<file path="src/bfg_pkg.sv">
// Contract
// - Highpass pin high selects 600kHz AC coupling.
// - Pin low: corner from filter_programming bits 13:12.
// - Mode bits 1:0 set receive lowpass coarse corner.
// - Filter bits 2:0 set receive lowpass fine trim.
// - Common-mode register bits 11:10 set output level.
// - Mode bits 9:8 choose strength monitor source.
// - Strength source drives only in receive mode.
// - Bit 10 set: monitor on; clear: needs pin.
// - Transmit enabled when mode pin and shutdown high.
// - Same bits 1:0 set transmit lowpass coarse corner.
// - Filter bits 5:3 set transmit fine trim.
// - Gain source bit 10 picks pins or register.
// - Gain code maps to half-dB attenuation steps above the knee, 1 dB per code pair below.
// - Receive enabled when mode pin low, shutdown high.
package bfg_pkg;

  // Serial word: 14 data bits then 4 address bits, most significant first.
  localparam int DATA_W = 14;
  localparam int ADDR_W = 4;
  localparam int WORD_W = DATA_W + ADDR_W;
  localparam logic [4:0] WORD_BITS = 5'h12;

  // Register addresses.
  localparam logic [3:0] ADDR_FILTER_PROG = 4'h7;
  localparam logic [3:0] ADDR_MODE_MON = 4'h8;
  localparam logic [3:0] ADDR_TX_GAIN_SRC = 4'h9;
  localparam logic [3:0] ADDR_TX_GAIN = 4'hC;
  localparam logic [3:0] ADDR_RX_CM = 4'hF;

  localparam logic [13:0] REG_RESET = 14'h0000;

  // Field positions.
  localparam int HP_CORNER_LSB = 12;
  localparam int RX_FINE_LSB = 0;
  localparam int TX_FINE_LSB = 3;
  localparam int COARSE_LSB = 0;
  localparam int MON_SRC_LSB = 8;
  localparam int MON_GATE_BIT = 10;
  localparam int GAIN_SRC_BIT = 10;
  localparam int GAIN_LSB = 0;
  localparam int CM_LSB = 10;

  // Highpass corner encoding on the output.
  localparam logic [1:0] HPC_100HZ = 2'h0;
  localparam logic [1:0] HPC_4KHZ = 2'h1;
  localparam logic [1:0] HPC_30KHZ = 2'h2;
  localparam logic [1:0] HPC_600KHZ = 2'h3;

  // Strength monitor sources.
  localparam logic [1:0] MON_STRENGTH_MONITOR_OUT = 2'h0;
  localparam logic [1:0] MON_TEMP = 2'h1;
  localparam logic [1:0] MON_PDET = 2'h2;

  // Fine trim codes above these are unused.
  localparam logic [2:0] RX_FINE_MAX = 3'h4;
  localparam logic [2:0] TX_FINE_MAX = 3'h5;

  // Gain code mapping.
  localparam logic [5:0] GAIN_MAX_CODE = 6'h3F;
  localparam logic [5:0] GAIN_KNEE_CODE = 6'h2F;
  localparam logic [6:0] KNEE_ATTEN_HALF_DB = 7'h10;

endpackage

</file>
<file path="src/bfg_top.sv">
`timescale 1ns/1ps
module bfg_top (
  // Clock and reset.
  input wire logic CORE_CLK,
  input wire logic RSTN,
  // Serial register port.
  input wire logic SER_CS_N,
  input wire logic SER_CLK,
  input wire logic SER_DATA,
  // Mode and control pins.
  input wire logic HIGHPASS_SELECT_PIN,
  input wire logic RECEIVE_TRANSMIT_PIN,
  input wire logic SHUTDOWN_PIN_N,
  input wire logic [5:0] PARALLEL_GAIN_PINS,
  // Receive path controls.
  output logic RX_ENABLE,
  output logic HP_AC_COUPLE,
  output logic [1:0] HP_CORNER_SEL,
  output logic [1:0] RX_LPF_COARSE,
  output logic [2:0] RX_LPF_FINE,
  output logic RX_LPF_FINE_VALID,
  output logic [1:0] RX_CM_SEL,
  // Strength monitor controls.
  output logic [1:0] MON_SRC_SEL,
  output logic MON_ENABLE,
  // Transmit path controls.
  output logic TX_ENABLE,
  output logic [1:0] TX_LPF_COARSE,
  output logic [2:0] TX_LPF_FINE,
  output logic TX_LPF_FINE_VALID,
  output logic [5:0] TX_GAIN_CODE,
  output logic [6:0] TX_ATTEN_HALF_DB
);
  import bfg_pkg::*;

  // Attenuation below maximum, in half-dB units.
  function automatic logic [6:0] gain_atten(input logic [5:0] code);
    logic [5:0] below;
    logic [6:0] result;
    below = 6'h00;
    result = 7'h00;
    if (code > GAIN_KNEE_CODE) begin
      below = GAIN_MAX_CODE - code;
      result = {1'b0, below};
    end else begin
      below = GAIN_KNEE_CODE - code;
      result = KNEE_ATTEN_HALF_DB + {1'b0, below[5:1], 1'b0};
    end
    return result;
  endfunction

  // Serial shifter state.
  logic sclk_prev_reg, sclk_prev_next;
  logic cs_prev_reg, cs_prev_next;
  logic [WORD_W-1:0] shift_reg, shift_next;
  logic [4:0] count_reg, count_next;

  // Register bank.
  logic [DATA_W-1:0] filter_programming_reg, filter_programming_next;
  logic [DATA_W-1:0] mode_and_monitor_config_reg, mode_and_monitor_config_next;
  logic [DATA_W-1:0] tx_gain_source_config_reg, tx_gain_source_config_next;
  logic [DATA_W-1:0] tx_gain_setting_reg, tx_gain_setting_next;
  logic [DATA_W-1:0] rx_output_common_mode_reg, rx_output_common_mode_next;

  // Serial port: bits shift on SER_CLK rising while the select is low; the
  // word commits on the select's rising edge only if exactly 18 bits came in,
  // so a truncated frame never corrupts a register.
  always_comb begin
    sclk_prev_next = SER_CLK;
    cs_prev_next = SER_CS_N;
    shift_next = shift_reg;
    count_next = count_reg;
    if (SER_CS_N) begin
      count_next = 5'h00;
    end else if (SER_CLK && !sclk_prev_reg) begin
      shift_next = {shift_reg[WORD_W-2:0], SER_DATA};
      if (count_reg != 5'h1F) begin
        count_next = count_reg + 5'h01;
      end
    end
  end

  always_ff @(posedge CORE_CLK or negedge RSTN) begin
    if (!RSTN) begin
      sclk_prev_reg <= 1'b0;
      cs_prev_reg <= 1'b1;
      shift_reg <= '0;
      count_reg <= 5'h00;
    end else begin
      sclk_prev_reg <= sclk_prev_next;
      cs_prev_reg <= cs_prev_next;
      shift_reg <= shift_next;
      count_reg <= count_next;
    end
  end

  logic commit;
  logic [ADDR_W-1:0] wr_addr;
  logic [DATA_W-1:0] wr_data;
  assign commit = SER_CS_N && !cs_prev_reg && (count_reg == WORD_BITS);
  assign wr_data = shift_reg[WORD_W-1:ADDR_W];
  assign wr_addr = shift_reg[ADDR_W-1:0];

  // Addresses outside this bank are ignored here; a commit to one writes no register.
  always_comb begin
    filter_programming_next = filter_programming_reg;
    mode_and_monitor_config_next = mode_and_monitor_config_reg;
    tx_gain_source_config_next = tx_gain_source_config_reg;
    tx_gain_setting_next = tx_gain_setting_reg;
    rx_output_common_mode_next = rx_output_common_mode_reg;
    if (commit) begin
      if (wr_addr == ADDR_FILTER_PROG) begin
        filter_programming_next = wr_data;
      end else if (wr_addr == ADDR_MODE_MON) begin
        mode_and_monitor_config_next = wr_data;
      end else if (wr_addr == ADDR_TX_GAIN_SRC) begin
        tx_gain_source_config_next = wr_data;
      end else if (wr_addr == ADDR_TX_GAIN) begin
        tx_gain_setting_next = wr_data;
      end else if (wr_addr == ADDR_RX_CM) begin
        rx_output_common_mode_next = wr_data;
      end
    end
  end

  always_ff @(posedge CORE_CLK or negedge RSTN) begin
    if (!RSTN) begin
      filter_programming_reg <= REG_RESET;
      mode_and_monitor_config_reg <= REG_RESET;
      tx_gain_source_config_reg <= REG_RESET;
      tx_gain_setting_reg <= REG_RESET;
      rx_output_common_mode_reg <= REG_RESET;
    end else begin
      filter_programming_reg <= filter_programming_next;
      mode_and_monitor_config_reg <= mode_and_monitor_config_next;
      tx_gain_source_config_reg <= tx_gain_source_config_next;
      tx_gain_setting_reg <= tx_gain_setting_next;
      rx_output_common_mode_reg <= rx_output_common_mode_next;
    end
  end

  // Fine trim codes above the top table entry have no defined corner.
  function automatic logic fine_ok(input logic [2:0] code, input logic [2:0] top);
    return code <= top;
  endfunction

  // Decoded controls. Each output has its own flip-flop, so a pin reaches its
  // output one clock late; that is far quicker than the analog blocks settle.
  logic rx_en_reg;
  logic rx_en_next;
  logic ac_reg;
  logic ac_next;
  logic [1:0] hpc_reg;
  logic [1:0] hpc_next;
  logic [1:0] rx_coarse_reg;
  logic [1:0] rx_coarse_next;
  logic [2:0] rx_fine_reg;
  logic [2:0] rx_fine_next;
  logic rx_fine_ok_reg;
  logic rx_fine_ok_next;
  logic [1:0] cm_reg;
  logic [1:0] cm_next;
  logic [1:0] mon_src_reg;
  logic [1:0] mon_src_next;
  logic mon_en_reg;
  logic mon_en_next;
  logic tx_en_reg;
  logic tx_en_next;
  logic [1:0] tx_coarse_reg;
  logic [1:0] tx_coarse_next;
  logic [2:0] tx_fine_reg;
  logic [2:0] tx_fine_next;
  logic tx_fine_ok_reg;
  logic tx_fine_ok_next;
  logic [5:0] gain_reg;
  logic [5:0] gain_next;
  logic [6:0] atten_reg;
  logic [6:0] atten_next;

  // Receive path: enable, highpass coupling, lowpass corners and common mode.
  always_comb begin
    logic [1:0] hp_field;
    hp_field = filter_programming_reg[HP_CORNER_LSB +: 2];
    rx_en_next = !RECEIVE_TRANSMIT_PIN && SHUTDOWN_PIN_N;
    ac_next = HIGHPASS_SELECT_PIN;
    if (HIGHPASS_SELECT_PIN) begin
      hpc_next = HPC_600KHZ;
    end else if (hp_field[0]) begin
      hpc_next = HPC_4KHZ;
    end else if (hp_field[1]) begin
      hpc_next = HPC_30KHZ;
    end else begin
      hpc_next = HPC_100HZ;
    end
    rx_coarse_next = mode_and_monitor_config_reg[COARSE_LSB +: 2];
    rx_fine_next = filter_programming_reg[RX_FINE_LSB +: 3];
    rx_fine_ok_next = fine_ok(rx_fine_next, RX_FINE_MAX);
    cm_next = rx_output_common_mode_reg[CM_LSB +: 2];
  end

  always_ff @(posedge CORE_CLK or negedge RSTN) begin
    if (!RSTN) begin
      rx_en_reg <= 1'b0;
      ac_reg <= 1'b0;
      hpc_reg <= HPC_100HZ;
      rx_coarse_reg <= 2'h0;
      rx_fine_reg <= 3'h0;
      rx_fine_ok_reg <= 1'b0;
      cm_reg <= 2'h0;
    end else begin
      rx_en_reg <= rx_en_next;
      ac_reg <= ac_next;
      hpc_reg <= hpc_next;
      rx_coarse_reg <= rx_coarse_next;
      rx_fine_reg <= rx_fine_next;
      rx_fine_ok_reg <= rx_fine_ok_next;
      cm_reg <= cm_next;
    end
  end

  // Strength monitor: source select and output gating.
  always_comb begin
    logic rx_mode;
    rx_mode = !RECEIVE_TRANSMIT_PIN && SHUTDOWN_PIN_N;
    mon_src_next = mode_and_monitor_config_reg[MON_SRC_LSB +: 2];
    // The gate follows the truth table: bit set forces the output on. The
    // prose reads the other way round; the table was judged the safer guide.
    mon_en_next = mode_and_monitor_config_reg[MON_GATE_BIT] || HIGHPASS_SELECT_PIN;
    if (mon_src_next == MON_STRENGTH_MONITOR_OUT) begin
      mon_en_next = mon_en_next && rx_mode;
    end else if (mon_src_next != MON_TEMP && mon_src_next != MON_PDET) begin
      mon_en_next = 1'b0;
    end
  end

  always_ff @(posedge CORE_CLK or negedge RSTN) begin
    if (!RSTN) begin
      mon_src_reg <= MON_STRENGTH_MONITOR_OUT;
      mon_en_reg <= 1'b0;
    end else begin
      mon_src_reg <= mon_src_next;
      mon_en_reg <= mon_en_next;
    end
  end

  // Transmit path: enable and lowpass corners.
  always_comb begin
    tx_en_next = RECEIVE_TRANSMIT_PIN && SHUTDOWN_PIN_N;
    tx_coarse_next = mode_and_monitor_config_reg[COARSE_LSB +: 2];
    tx_fine_next = filter_programming_reg[TX_FINE_LSB +: 3];
    tx_fine_ok_next = fine_ok(tx_fine_next, TX_FINE_MAX);
  end

  always_ff @(posedge CORE_CLK or negedge RSTN) begin
    if (!RSTN) begin
      tx_en_reg <= 1'b0;
      tx_coarse_reg <= 2'h0;
      tx_fine_reg <= 3'h0;
      tx_fine_ok_reg <= 1'b0;
    end else begin
      tx_en_reg <= tx_en_next;
      tx_coarse_reg <= tx_coarse_next;
      tx_fine_reg <= tx_fine_next;
      tx_fine_ok_reg <= tx_fine_ok_next;
    end
  end

  // Transmit gain. Pin codes pass through the same flip-flop as register
  // codes, so switching the source never shows a half-updated code.
  always_comb begin
    if (tx_gain_source_config_reg[GAIN_SRC_BIT]) begin
      gain_next = tx_gain_setting_reg[GAIN_LSB +: 6];
    end else begin
      gain_next = PARALLEL_GAIN_PINS;
    end
    atten_next = gain_atten(gain_next);
  end

  always_ff @(posedge CORE_CLK or negedge RSTN) begin
    if (!RSTN) begin
      gain_reg <= 6'h00;
      atten_reg <= 7'h00;
    end else begin
      gain_reg <= gain_next;
      atten_reg <= atten_next;
    end
  end

  // Output ports.
  assign RX_ENABLE = rx_en_reg;
  assign HP_AC_COUPLE = ac_reg;
  assign HP_CORNER_SEL = hpc_reg;
  assign RX_LPF_COARSE = rx_coarse_reg;
  assign RX_LPF_FINE = rx_fine_reg;
  assign RX_LPF_FINE_VALID = rx_fine_ok_reg;
  assign RX_CM_SEL = cm_reg;
  assign MON_SRC_SEL = mon_src_reg;
  assign MON_ENABLE = mon_en_reg;
  assign TX_ENABLE = tx_en_reg;
  assign TX_LPF_COARSE = tx_coarse_reg;
  assign TX_LPF_FINE = tx_fine_reg;
  assign TX_LPF_FINE_VALID = tx_fine_ok_reg;
  assign TX_GAIN_CODE = gain_reg;
  assign TX_ATTEN_HALF_DB = atten_reg;

endmodule

</file>
<file path="config.mk">
export PLATFORM = sky130hd
export DESIGN_NAME = bfg_top
export DESIGN_NICKNAME = d
export VERILOG_FILES = /design/src/bfg_pkg.sv /design/src/bfg_top.sv
export SDC_FILE = /design/constraint.sdc
export NUM_CORES = 1
export LEC_CHECK = 0
export CAP_MARGIN = 30
export CORE_ASPECT_RATIO = 0.9
export CORE_MARGIN = 4
export CORE_UTILIZATION = 34
export CTS_CLUSTER_SIZE = 30
export DETAILED_ROUTE_END_ITERATION = 7
export DONT_BUFFER_PORTS = 1
export PLACE_DENSITY = 0.49
export SLEW_MARGIN = 25
export SYNTH_ARGS = -nofsm -noshare
export SYNTH_HDL_FRONTEND = slang
export SYNTH_SLANG_ARGS = --single-unit
</file>
<file path="constraint.sdc">
create_clock -name CORE_CLK -period 2.5 [get_ports CORE_CLK]
set_clock_uncertainty 0.05 [all_clocks]
set_input_delay 0.375 -clock CORE_CLK [delete_from_list [all_inputs] [get_ports CORE_CLK]]
set_output_delay 0.375 -clock CORE_CLK [all_outputs]
set_load 0.005 [all_outputs]
</file>
-- After elaboration in Yosys (flattened, before gate mapping)
Index checks and enable logic that the tools add are counted.
- flip-flop bits (word level): 112
- output and inout port bits: 35
- input port bits: 14
- reduce and logical (&&, ||, !) cells: 21
- muxes and demuxes: 10
- order comparisons: 3
- $add $sub $neg: 4
- equality and inequality tests: 9
- bitwise gates (word level): 5
- operators with widths (operator ; count):
    equality test 4 bit, second input constant ; 4
    2-to-1 mux 5 bit ; 3
    subtractor 6 bit, first input constant ; 2
    adder 5 x 6 -> 7 bit, first input constant ; 1
    logical AND 1 bit ; 7
    2-to-1 mux 7 bit ; 1
    > comparator 6 bit, second input constant ; 1
    less-or-equal comparator 3 bit, second input constant ; 2
    2-to-1 mux 2 bit ; 3
    2-to-1 mux 6 bit ; 1
    AND reduction 2 bit ; 3
    AND reduction 6 bit ; 1
    adder 5 x 1 -> 5 bit, second input constant ; 1
    equality test 5 bit, second input constant ; 1
    != test 5 bit, second input constant ; 1
    inverter 1 bit ; 5
    AND reduction 5 bit ; 1
    equality test 4 x 3 -> 1 bit, second input constant ; 1
    AND reduction 4 bit ; 1
    nonzero test 2 bit ; 2
    logical NOT 1 bit ; 3
    AND reduction 3 bit ; 1
    logical NOT 2 bit ; 1
    2-to-1 mux 1 bit ; 2
    3 further kinds ; 3

-- Longest topological paths before layout
Gate-level depths: netlist of the first run.
- depth in word-level cells: 4
- depth in mapped cells: 6
- depth with buffers taken out: 6

-- Worst setup path before layout of the first run
OpenSTA, ideal clock, no wires.
- path kind: reg-to-reg
- start: register count_reg[0]
- end: register count_reg[3]
- data arrival time: 1.881 ns
- cell stages (with the launch flop): 7
- required time: 2.373 ns
- library setup time: 0.077 ns
- path slack: 0.492 ns
- cell sequence: dfrtp_1 -> ha_1 -> and3_1 -> ha_1 -> or3b_2 -> or3_1 -> a21oi_1
- word-level cells in the longest chain between the ends: 4
- elaborated cells on any way between the ends: 7
- classes of those cells: 1 x add/sub; 1 x eq/ne; 3 x mux; 2 x reduce/logical
- ends and longest elaborated chain (what ; line ; text):
    start, declared ; bfg_top.sv:56 ; logic [4:0] count_reg, count_next;
    start signal, assigned ; bfg_top.sv:93 ; count_reg <= count_next;
    adder 5 x 1 -> 5 bit ; bfg_top.sv:78 ; count_next = count_reg + 5'h01;
    2-to-1 mux 5 bit ; bfg_top.sv:77 ; if (count_reg != 5'h1F) begin
    2-to-1 mux 5 bit ; bfg_top.sv:75 ; end else if (SER_CLK && !sclk_prev_reg) begin
    2-to-1 mux 5 bit ; bfg_top.sv:73 ; if (SER_CS_N) begin
Parallel ways exist; a longest one is shown, timed or not. The select of a mux whose other input is x is not followed.
A chain may end at the register's enable or synchronous reset.

-- Final worst setup path of the first run
Same ends and word-level chain as after synthesis.

==> results of run 1 <==
worst reg2reg max path, delay by kind of cell, from the launching register on:
kind / cells / cell delay, ns
and+or+nand+nor: 3 / 1.05
adders and majority gates: 2 / 0.44
AOI/OAI and AO/OA: 1 / 0.14
DFF: 1 / 0.42
stage by stage:
stage	setup slack, ns	hold WS (ns)
after global placement	0.468	0.0321
after CTS	0.337	0.0147
after detailed placement	0.357	0.0325
after floorplan	0.492	0.0294
after global routing	0.264	0.0167
final	0.334	0.0330
final timing paths:
path / from / endpoint / slack (ns) / depth (start not counted)
setup / recovery: count_reg[0]$_DFFE_PN0P_ / count_reg[3]$_DFFE_PN0P_ / 0.33 / 6
hold / removal: SER_CS_N / count_reg[3]$_DFFE_PN0P_ / 0.03 / 1
setup reg to reg: count_reg[0]$_DFFE_PN0P_ / count_reg[3]$_DFFE_PN0P_ / 0.33 / 6
hold reg to reg: mode_and_monitor_config_reg[1]$_DFFE_PN0P_ / TX_LPF_COARSE[1]$_DFF_PN0_ / 0.33 / 0
max in group asynchronous: RSTN / cs_prev_reg$_DFF_PN1_ / 1.53 / 2
min in group asynchronous: RSTN / TX_LPF_COARSE[1]$_DFF_PN0_ / 0.54 / 2
layout make-up:
class	instances	area (um^2)	share of cell area
clock inverters	4	45.0	0.0136
multi-input cells	92	857	0.259
inverters	10	37.5	0.0114
well taps	115	144	0.0436
flip-flops and latches	80	2000	0.606
repair buffers	6	75.1	0.0227
clock buffers	11	141	0.0428
synth_stat cells, types with 2 or more instances:
master,n,area share
nand2_1,6,0.0077
nor2_1,5,0.0064
nand4b_1,2,0.0060
ha_1,4,0.017
dfrtp_1,79,0.67
and4bb_2,2,0.0085
buf_2,2,0.0034
o21ai_0,3,0.0051
inv_1,10,0.013
mux2_4,8,0.041
nor3b_1,2,0.0051
buf_4,2,0.0051
a21oi_1,3,0.0051
nand3_1,3,0.0051
mux2i_1,6,0.020
mux2_2,32,0.12
metal layers:
metal  wire, um  share of wire  track usage
met1       2040           0.42        0.118
met2       2450           0.50        0.176
met3        264          0.054       0.0436
met4        109          0.022       0.0539
met5          0              0            0
power by group through the flow:
stage	Sequential (mW)	Combinational, mW	Clock, mW
after floorplan	1.49	0.116	0
final	1.51	0.163	0.903
after detailed placement	1.54	0.130	0
after global placement	1.54	0.123	0
after global routing	1.53	0.181	0.983
after CTS	1.52	0.167	0.934
logic make-up after synthesis:
| family | synth area share |
|---|---|
| AND/OR/NAND/NOR | 0.0695 |
| AO/OA/AOI/OAI | 0.0154 |
| XOR/XNOR | 0.00299 |
| buffers and inverters | 0.0264 |
| flip-flops | 0.683 |
| adder cells (fa/ha/maj) | 0.0171 |
| other | 0.00128 |
| multiplexers | 0.184 |
==> impl_metrics.env, run 1 <==
export IMPL_htreeDepth=3
export IMPL_clockPowerShare=0.350
export IMPL_seq_area_frac_synth=0.683
export IMPL_start_util=0.357
export IMPL_ys_warn_count=0
export IMPL_num_io_pins=49
export IMPL_netlist_area_um2=2930
export IMPL_fp_dieW_um=106
export IMPL_mostFrequentLayoutCell="dfrtp_1"
export IMPL_period_share=0.867
export IMPL_postCtsSetupRepairBufs=0
export IMPL_n_fill_cell=772
export IMPL_status="finished clean"
export IMPL_power_internal_mw=1.98
export IMPL_max_cap_violations=0
export IMPL_coreArea_um2=8220
export IMPL_syn_nets=206
export IMPL_crit_chain="ha_1 -> and3_1 -> ha_1 -> or3b_2 -> or3_1 -> a21oi_1"
export IMPL_drtPass1Iterations=4
export IMPL_clock_latency_ns=0.34
export IMPL_die_y_um=96.1
export IMPL_placedInstanceArea_um2=3050
export IMPL_antenna_left=0
export IMPL_combPwrFrac=0.063
export IMPL_wire_per_inst_um=15.3
export IMPL_max_stage_delay_ns=0.50
export IMPL_ctsResizeCount=0
export IMPL_ys_ff_latch=80
export IMPL_maxSlewViolCount=0
export IMPL_fin_cells=318
export IMPL_rows=31
export IMPL_drtIter0Drc=44
export IMPL_startpoint_type="flip-flop"
export IMPL_p_switching_mw=0.603
export IMPL_synth_cell_type_count=35
export IMPL_cp_arrival_ns=2.39
export IMPL_diodes=0
export IMPL_crit_fanout=4
export IMPL_via_per_inst=4.62
export IMPL_avgSynthCellArea_um2=15.6
export IMPL_p_leak_nw=1.58
export IMPL_cpMaxStageDelayCell="or3b_2"
export IMPL_rsz0062_at_grt="false"
export IMPL_setup_worst_path_class="flip-flop to flip-flop"
export IMPL_post_route_util=0.402
export IMPL_hp_class="input port to flip-flop"
export IMPL_tightest_slew_ns=0.493
export IMPL_maxSlewHeadroom=0.668
export IMPL_dpl_cell_count=298
export IMPL_p_sw_frac=0.234
export IMPL_grt_pass1_vias=1583
export IMPL_cts_buffers_inserted=9
export IMPL_synth_edf_count=0
export IMPL_grt_start_max_net_pins=81
export IMPL_synthToLayoutAreaGrowth_pct=12.6
export IMPL_drcViolationCount=0
export IMPL_power_density_nw_per_um2=781
export IMPL_wl_um=4860
export IMPL_synthFlopType="dfrtp_1"
export IMPL_largest_register_ffs=18
export IMPL_drive_gt1_frac=0.310
export IMPL_route_vias_total=1470
export IMPL_critPathBufInv=0
export IMPL_dieArea_um2=10200
export IMPL_async_flop_share=1.00
export IMPL_vdd_drop_max_mv=0.249
export IMPL_cp_required_ns=2.72
export IMPL_fin_area_um2=3300
export IMPL_setup_viol=0
export IMPL_power_total_mw=2.58
export IMPL_pwr_share_seq=0.587
export IMPL_fin_setup_tns_ns=0
export IMPL_grtUsageTotal=0.105
export IMPL_cts_sinks=80
export IMPL_postCtsHoldBufs=5
export IMPL_antenna_found_initial=0
export IMPL_cts_root_buf="clkbuf_8"
export IMPL_cts_tree="built"
export IMPL_port_buffer_count=0
export IMPL_worst_path_most_repeated_cell="ha_1"
export IMPL_layout_min_cycle_time_ns=2.17
export IMPL_hold_viol_final=0
export IMPL_cts_clk_slew_worst_paths_ns=0.08
export IMPL_crit_family="simple AND/OR/NAND/NOR gates"
export IMPL_gp_congestion=0.785
export IMPL_end_kind="flip-flop"
export IMPL_mostFrequentLayoutCells="dfrtp_1 (79), mux2_2 (32), inv_1 (10), clkbuf_8 (10), mux2_4 (8)"
export IMPL_overflow=0
export IMPL_clk_path_buf_depth=2
export IMPL_max_freq_mhz=462
export IMPL_grt_pass1_wl_um=8000
export IMPL_syn_inst=188
export IMPL_fin_nets=217
export IMPL_dp_hpwl_um=3360
(Power assumes the default switching activity.)
==> inputs of run 2 (changes only) <==
--- a/config.mk
+++ b/config.mk
@@ -6,13 +6,17 @@
 export NUM_CORES = 1
 export LEC_CHECK = 0
 export CAP_MARGIN = 30
+export CELL_PAD_IN_SITES_DETAIL_PLACEMENT = 1
+export CELL_PAD_IN_SITES_GLOBAL_PLACEMENT = 1
 export CORE_ASPECT_RATIO = 0.9
 export CORE_MARGIN = 4
 export CORE_UTILIZATION = 34
 export CTS_CLUSTER_SIZE = 30
 export DETAILED_ROUTE_END_ITERATION = 7
 export DONT_BUFFER_PORTS = 1
-export PLACE_DENSITY = 0.49
+export MAX_ROUTING_LAYER = met4
+export PLACE_DENSITY = 0.56
+export SKIP_LAST_GASP = 1
 export SLEW_MARGIN = 25
 export SYNTH_ARGS = -nofsm -noshare
 export SYNTH_HDL_FRONTEND = slang
==> run 2 against run 1 <==
Compared with the run above:
- global-route usage up 0.57 points
- combinational power about the same
- sequential power about the same
- register-to-register slack about the same
- critical path type unchanged
==> impl_metrics.env, run 2 (synthesis gave the netlist of run 1 again) <==
export IMPL_hp_class="input port to flip-flop"
export IMPL_dp_hpwl_um=3490
export IMPL_clock_latency_ns=0.34
export IMPL_antenna_found_initial=0
export IMPL_drtIter0Drc=33
export IMPL_mostFrequentLayoutCell="dfrtp_1"
export IMPL_max_freq_mhz=464
export IMPL_tightest_slew_ns=0.522
export IMPL_setup_worst_path_class="flip-flop to flip-flop"
export IMPL_layout_min_cycle_time_ns=2.15
export IMPL_wire_per_inst_um=16.1
export IMPL_largest_register_ffs=18
export IMPL_antenna_left=0
export IMPL_status="finished clean"
export IMPL_die_y_um=96.1
export IMPL_period_share=0.862
export IMPL_grt_pass1_wl_um=8250
export IMPL_cp_arrival_ns=2.37
export IMPL_end_kind="flip-flop"
export IMPL_startpoint_type="flip-flop"
export IMPL_combPwrFrac=0.064
export IMPL_wl_um=5120
export IMPL_setup_viol=0
export IMPL_power_total_mw=2.61
export IMPL_drtPass1Iterations=4
export IMPL_clk_path_buf_depth=2
export IMPL_pwr_share_seq=0.581
export IMPL_pre_cts_slack_ns=0.354
export IMPL_drive_gt1_frac=0.315
export IMPL_grtUsageTotal=0.111
export IMPL_via_per_inst=4.60
export IMPL_p_leak_nw=1.58
export IMPL_hold_depth=1
export IMPL_crit_fanout=4
export IMPL_rrSetupSlack_ns=0.35
export IMPL_cts_tree="built"
export IMPL_fin_nets=217
export IMPL_cts_buffers_inserted=9
export IMPL_htreeDepth=3
export IMPL_cts_root_buf="clkbuf_8"
export IMPL_cp_required_ns=2.72
export IMPL_gp_congestion=0.744
export IMPL_diodes=0
export IMPL_clockPowerShare=0.356
export IMPL_route_vias_total=1462
export IMPL_r2r_end="count_reg[3]$_DFFE_PN0P_"
export IMPL_holdWs_ns=0.0385
export IMPL_startpoint="count_reg[0]$_DFFE_PN0P_"
export IMPL_overflow=0
export IMPL_power_internal_mw=1.98
export IMPL_synthToLayoutAreaGrowth_pct=12.9
export IMPL_post_route_util=0.403
export IMPL_hold_start="SER_CS_N"
export IMPL_p_sw_frac=0.240
export IMPL_setup_ws_ns=0.345
export IMPL_fin_setup_tns_ns=0
export IMPL_ctsResizeCount=0
export IMPL_fp_dieW_um=106
export IMPL_dieArea_um2=10200
export IMPL_worstHoldEndpoint="count_reg[4]$_DFFE_PN0P_"
export IMPL_vdd_drop_max_mv=0.257
export IMPL_rsz0062_at_grt="false"
export IMPL_hold_viol_final=0
export IMPL_n_fill_cell=839
export IMPL_cts_clk_slew_worst_paths_ns=0.07
export IMPL_num_io_pins=49
export IMPL_rows=31
export IMPL_grt_start_max_net_pins=81
export IMPL_mostFrequentLayoutCells="dfrtp_1 (79), mux2_2 (32), inv_1 (10), clkbuf_8 (10), mux2_4 (8)"
export IMPL_power_density_nw_per_um2=787
export IMPL_maxSlewViolCount=0
export IMPL_start_util=0.357
export IMPL_ff2ff_path_depth=6
export IMPL_max_cap_violations=0
export IMPL_coreArea_um2=8220
export IMPL_grt_pass1_vias=1652
export IMPL_maxSlewHeadroom=0.649
export IMPL_drcViolationCount=0
export IMPL_port_buffer_count=0
export IMPL_postCtsSetupRepairBufs=0
export IMPL_r2r_start="count_reg[0]$_DFFE_PN0P_"
export IMPL_cts_sinks=80
export IMPL_p_switching_mw=0.626
==> run 2: cell types whose count changed in the layout (fill, tap and decap cells not counted) <==
cell and change:
clkbuf_1 -1, clkinv_2 -1, clkinvlp_4 +1, inv_6 +1
==> run 2: layout make-up <==
class	instances	area, um^2	share of cell area
clock buffer	10	138	0.0416
sequential	80	2000	0.605
timing repair buffer	6	75.1	0.0227
tap	115	144	0.0435
inverter	10	37.5	0.0113
multi-input combinational	92	857	0.259
clock inverter	5	56.3	0.0170
==> run 2: timing repair <==
action	in CTS	in global routing
hold endpoints to repair	83	0
endpoints found under the setup margin	0	0
hold buffers	5	0
==> run 2: power by group through the flow <==
| stage | combinational [mW] | clock (mW) | sequential (mW) |
|---|---|---|---|
| final | 0.166 | 0.927 | 1.51 |
| after global routing | 0.190 | 1.01 | 1.53 |
| after CTS | 0.170 | 0.957 | 1.52 |
| after detailed placement | 0.132 | 0 | 1.55 |
| after global placement | 0.123 | 0 | 1.54 |
| after floorplan | 0.116 | 0 | 1.49 |
==> run 2: metal layers <==
layer  track usage  vias up  wire (um)  share of wire
met5             -        -          0              0
met4        0.0453        0         61          0.012
met3        0.0349        6        206          0.040
met2         0.190       30       2640           0.52
met1         0.123      759       2210           0.43
li1              -      667          -              -
==> run 2: critical path, stage by stage (launching register included) <==
cell     delay [ns]
dfrtp_1        0.41
ha_1           0.22
and3_1         0.18
ha_1           0.21
or3b_2         0.50
or3_1          0.37
a21oi_1        0.14
==> run 2: through the flow <==
| stage | std cells | cell area (um^2) |
|---|---|---|
| after global routing | 318 | 3310 |
| after detailed placement | 298 | 3050 |
| after global placement | 298 | 3050 |
| after floorplan | 188 | 2930 |
| after CTS | 318 | 3310 |
| final | 318 | 3310 |
==> run 2: how the worst max path moves through the flow <==
stage	to	slack, ns	depth (start not counted)
3_3_place_gp	count_reg[3]$_DFFE_PN0P_	0.46	6
4_1_cts	count_reg[3]$_DFFE_PN0P_	0.34	6
3_5_place_dp	count_reg[3]$_DFFE_PN0P_	0.35	6
6_report	count_reg[3]$_DFFE_PN0P_	0.35	6
2_1_floorplan	count_reg[3]$_DFFE_PN0P_	0.49	6
5_1_grt	count_reg[3]$_DFFE_PN0P_	0.26	6
==> inputs of run 3 (changes only) <==
--- a/config.mk
+++ b/config.mk
@@ -11,10 +11,10 @@
 export CORE_ASPECT_RATIO = 0.9
 export CORE_MARGIN = 4
 export CORE_UTILIZATION = 34
+export CTS_BUF_LIST = sky130_fd_sc_hd__clkbuf_4
 export CTS_CLUSTER_SIZE = 30
 export DETAILED_ROUTE_END_ITERATION = 7
 export DONT_BUFFER_PORTS = 1
-export MAX_ROUTING_LAYER = met4
 export PLACE_DENSITY = 0.56
 export SKIP_LAST_GASP = 1
 export SLEW_MARGIN = 25
==> run 3 against run 2 <==
Compared with the run above:
- cell count rose by 1.9%
- clock power down 23%
- final area decreased by 0.19%
- register-to-register slack barely moved
- global-route usage hardly changed
- sequential share of layout area up 0.11 points
- setup slack got worse by 0.015 ns
- hold slack better by 0.016 ns
- via count grew 3.3%
- power is 7.9% lower
- core utilization shrank 0.076 points
- critical path type unchanged
- highest routed layer unchanged
==> impl_metrics.env, run 3 (synthesis gave the netlist of run 1 again) <==
export IMPL_cts_tree="built"
export IMPL_setup_viol=0
export IMPL_coreArea_um2=8220
export IMPL_fin_area_um2=3300
export IMPL_grt_pass1_vias=1698
export IMPL_fin_cells=324
export IMPL_pre_cts_slack_ns=0.354
export IMPL_power_total_mw=2.40
export IMPL_antenna_found_initial=0
export IMPL_htreeDepth=3
export IMPL_clk_path_buf_depth=2
export IMPL_drtIter0Drc=24
export IMPL_dp_hpwl_um=3490
export IMPL_layout_min_cycle_time_ns=2.17
export IMPL_postCtsHoldBufs=10
export IMPL_cts_buffers_inserted=9
export IMPL_grt_pass1_wl_um=8470
export IMPL_setup_worst_path_class="flip-flop to flip-flop"
export IMPL_max_freq_mhz=461
export IMPL_mostFrequentLayoutCell="dfrtp_1"
export IMPL_power_density_nw_per_um2=726
export IMPL_multi_input_area_um2=857
export IMPL_clock_latency_ns=0.40
export IMPL_hold_viol_final=0
export IMPL_overflow=0
export IMPL_holdWs_ns=0.0549
export IMPL_max_cap_violations=0
export IMPL_postCtsSetupRepairBufs=0
export IMPL_gp_congestion=0.735
export IMPL_cp_required_ns=2.79
export IMPL_maxSlewViolCount=0
export IMPL_drive_gt1_frac=0.301
export IMPL_period_share=0.868
export IMPL_startpoint_type="flip-flop"
export IMPL_rsz0062_at_grt="false"
export IMPL_fp_dieW_um=106
export IMPL_hp_class="input port to flip-flop"
export IMPL_rows=31
export IMPL_fin_setup_tns_ns=0
export IMPL_crit_fanout=4
export IMPL_status="finished clean"
export IMPL_cp_arrival_ns=2.46
export IMPL_regArea_um2=2000
export IMPL_wl_um=5170
export IMPL_cts_root_buf="clkbuf_4"
export IMPL_start_util=0.357
export IMPL_placedInstanceArea_um2=3050
export IMPL_drtPass1Iterations=3
export IMPL_vdd_drop_max_mv=0.302
export IMPL_largest_register_ffs=18
export IMPL_mostFrequentLayoutCells="dfrtp_1 (79), mux2_2 (32), inv_1 (10), dlygate4sd3_1 (10), clkbuf_4 (9)"
export IMPL_drcViolationCount=0
export IMPL_wire_per_inst_um=16.0
export IMPL_num_io_pins=49
export IMPL_port_buffer_count=0
export IMPL_diodes=0
export IMPL_grtUsageTotal=0.111
export IMPL_p_leak_nw=1.58
export IMPL_synthToLayoutAreaGrowth_pct=12.7
export IMPL_fin_nets=223
export IMPL_grt_start_max_net_pins=81
export IMPL_antenna_left=0
export IMPL_dieArea_um2=10200
export IMPL_end_kind="flip-flop"
export IMPL_cts_clk_slew_worst_paths_ns=0.12
export IMPL_cts_sinks=80
export IMPL_setup_ws_ns=0.330
export IMPL_dpl_cell_count=298
export IMPL_post_route_util=0.402
export IMPL_via_per_inst=4.66
export IMPL_n_fill_cell=839
export IMPL_ctsResizeCount=0
export IMPL_die_y_um=96.1
export IMPL_route_vias_total=1510
-- run 3: worst paths after layout --
kind                                                            startpoint                             to  slack, ns  cells after the start
worst max-delay path                              count_reg[0]$_DFFE_PN0P_       count_reg[3]$_DFFE_PN0P_       0.33                      6
worst min-delay path                                 PARALLEL_GAIN_PINS[4]  TX_ATTEN_HALF_DB[4]$_DFF_PN0_       0.05                      1
worst max register to register                    count_reg[0]$_DFFE_PN0P_       count_reg[3]$_DFFE_PN0P_       0.33                      6
worst min register to register  mode_and_monitor_config_reg[1]$_DFFE_PN0P_     TX_LPF_COARSE[1]$_DFF_PN0_       0.35                      0
max in group asynchronous                                             RSTN          cs_prev_reg$_DFF_PN1_       1.58                      2
min in group asynchronous                                             RSTN       shift_reg[6]$_DFFE_PN0P_       0.49                      2
-- run 3: layout make-up --
cell class                 instances  area share
sequential                        80       0.606
tap                              115      0.0435
clock inverter                     6      0.0182
inverter                          10      0.0114
clock buffer                       9      0.0204
multi-input combinational         92       0.259
timing repair buffer              12      0.0409
-- run 3: layer usage --
metal,GRT usage,vias to the layer above,wire [um]
met2,0.192,29,2640
met5,0,-,0
li1,-,680,-
met3,0.0503,7,285
met4,0.0410,0,63
met1,0.123,794,2180
-- run 3: critical path: stages, from the launching register on --
cell	delay, ns
dfrtp_1	0.43
ha_1	0.22
and3_1	0.18
ha_1	0.21
or3b_2	0.50
or3_1	0.37
a21oi_1	0.14
-- run 3: power breakdown --
part | total [mW] | switching (mW) | leakage, nW | internal (mW)
combinational | 0.174 | 0.0721 | 0.459 | 0.102
sequential | 1.51 | 0.114 | 1.05 | 1.40
clock | 0.711 | 0.414 | 0.0696 | 0.297
total | 2.40 | 0.600 | 1.58 | 1.80
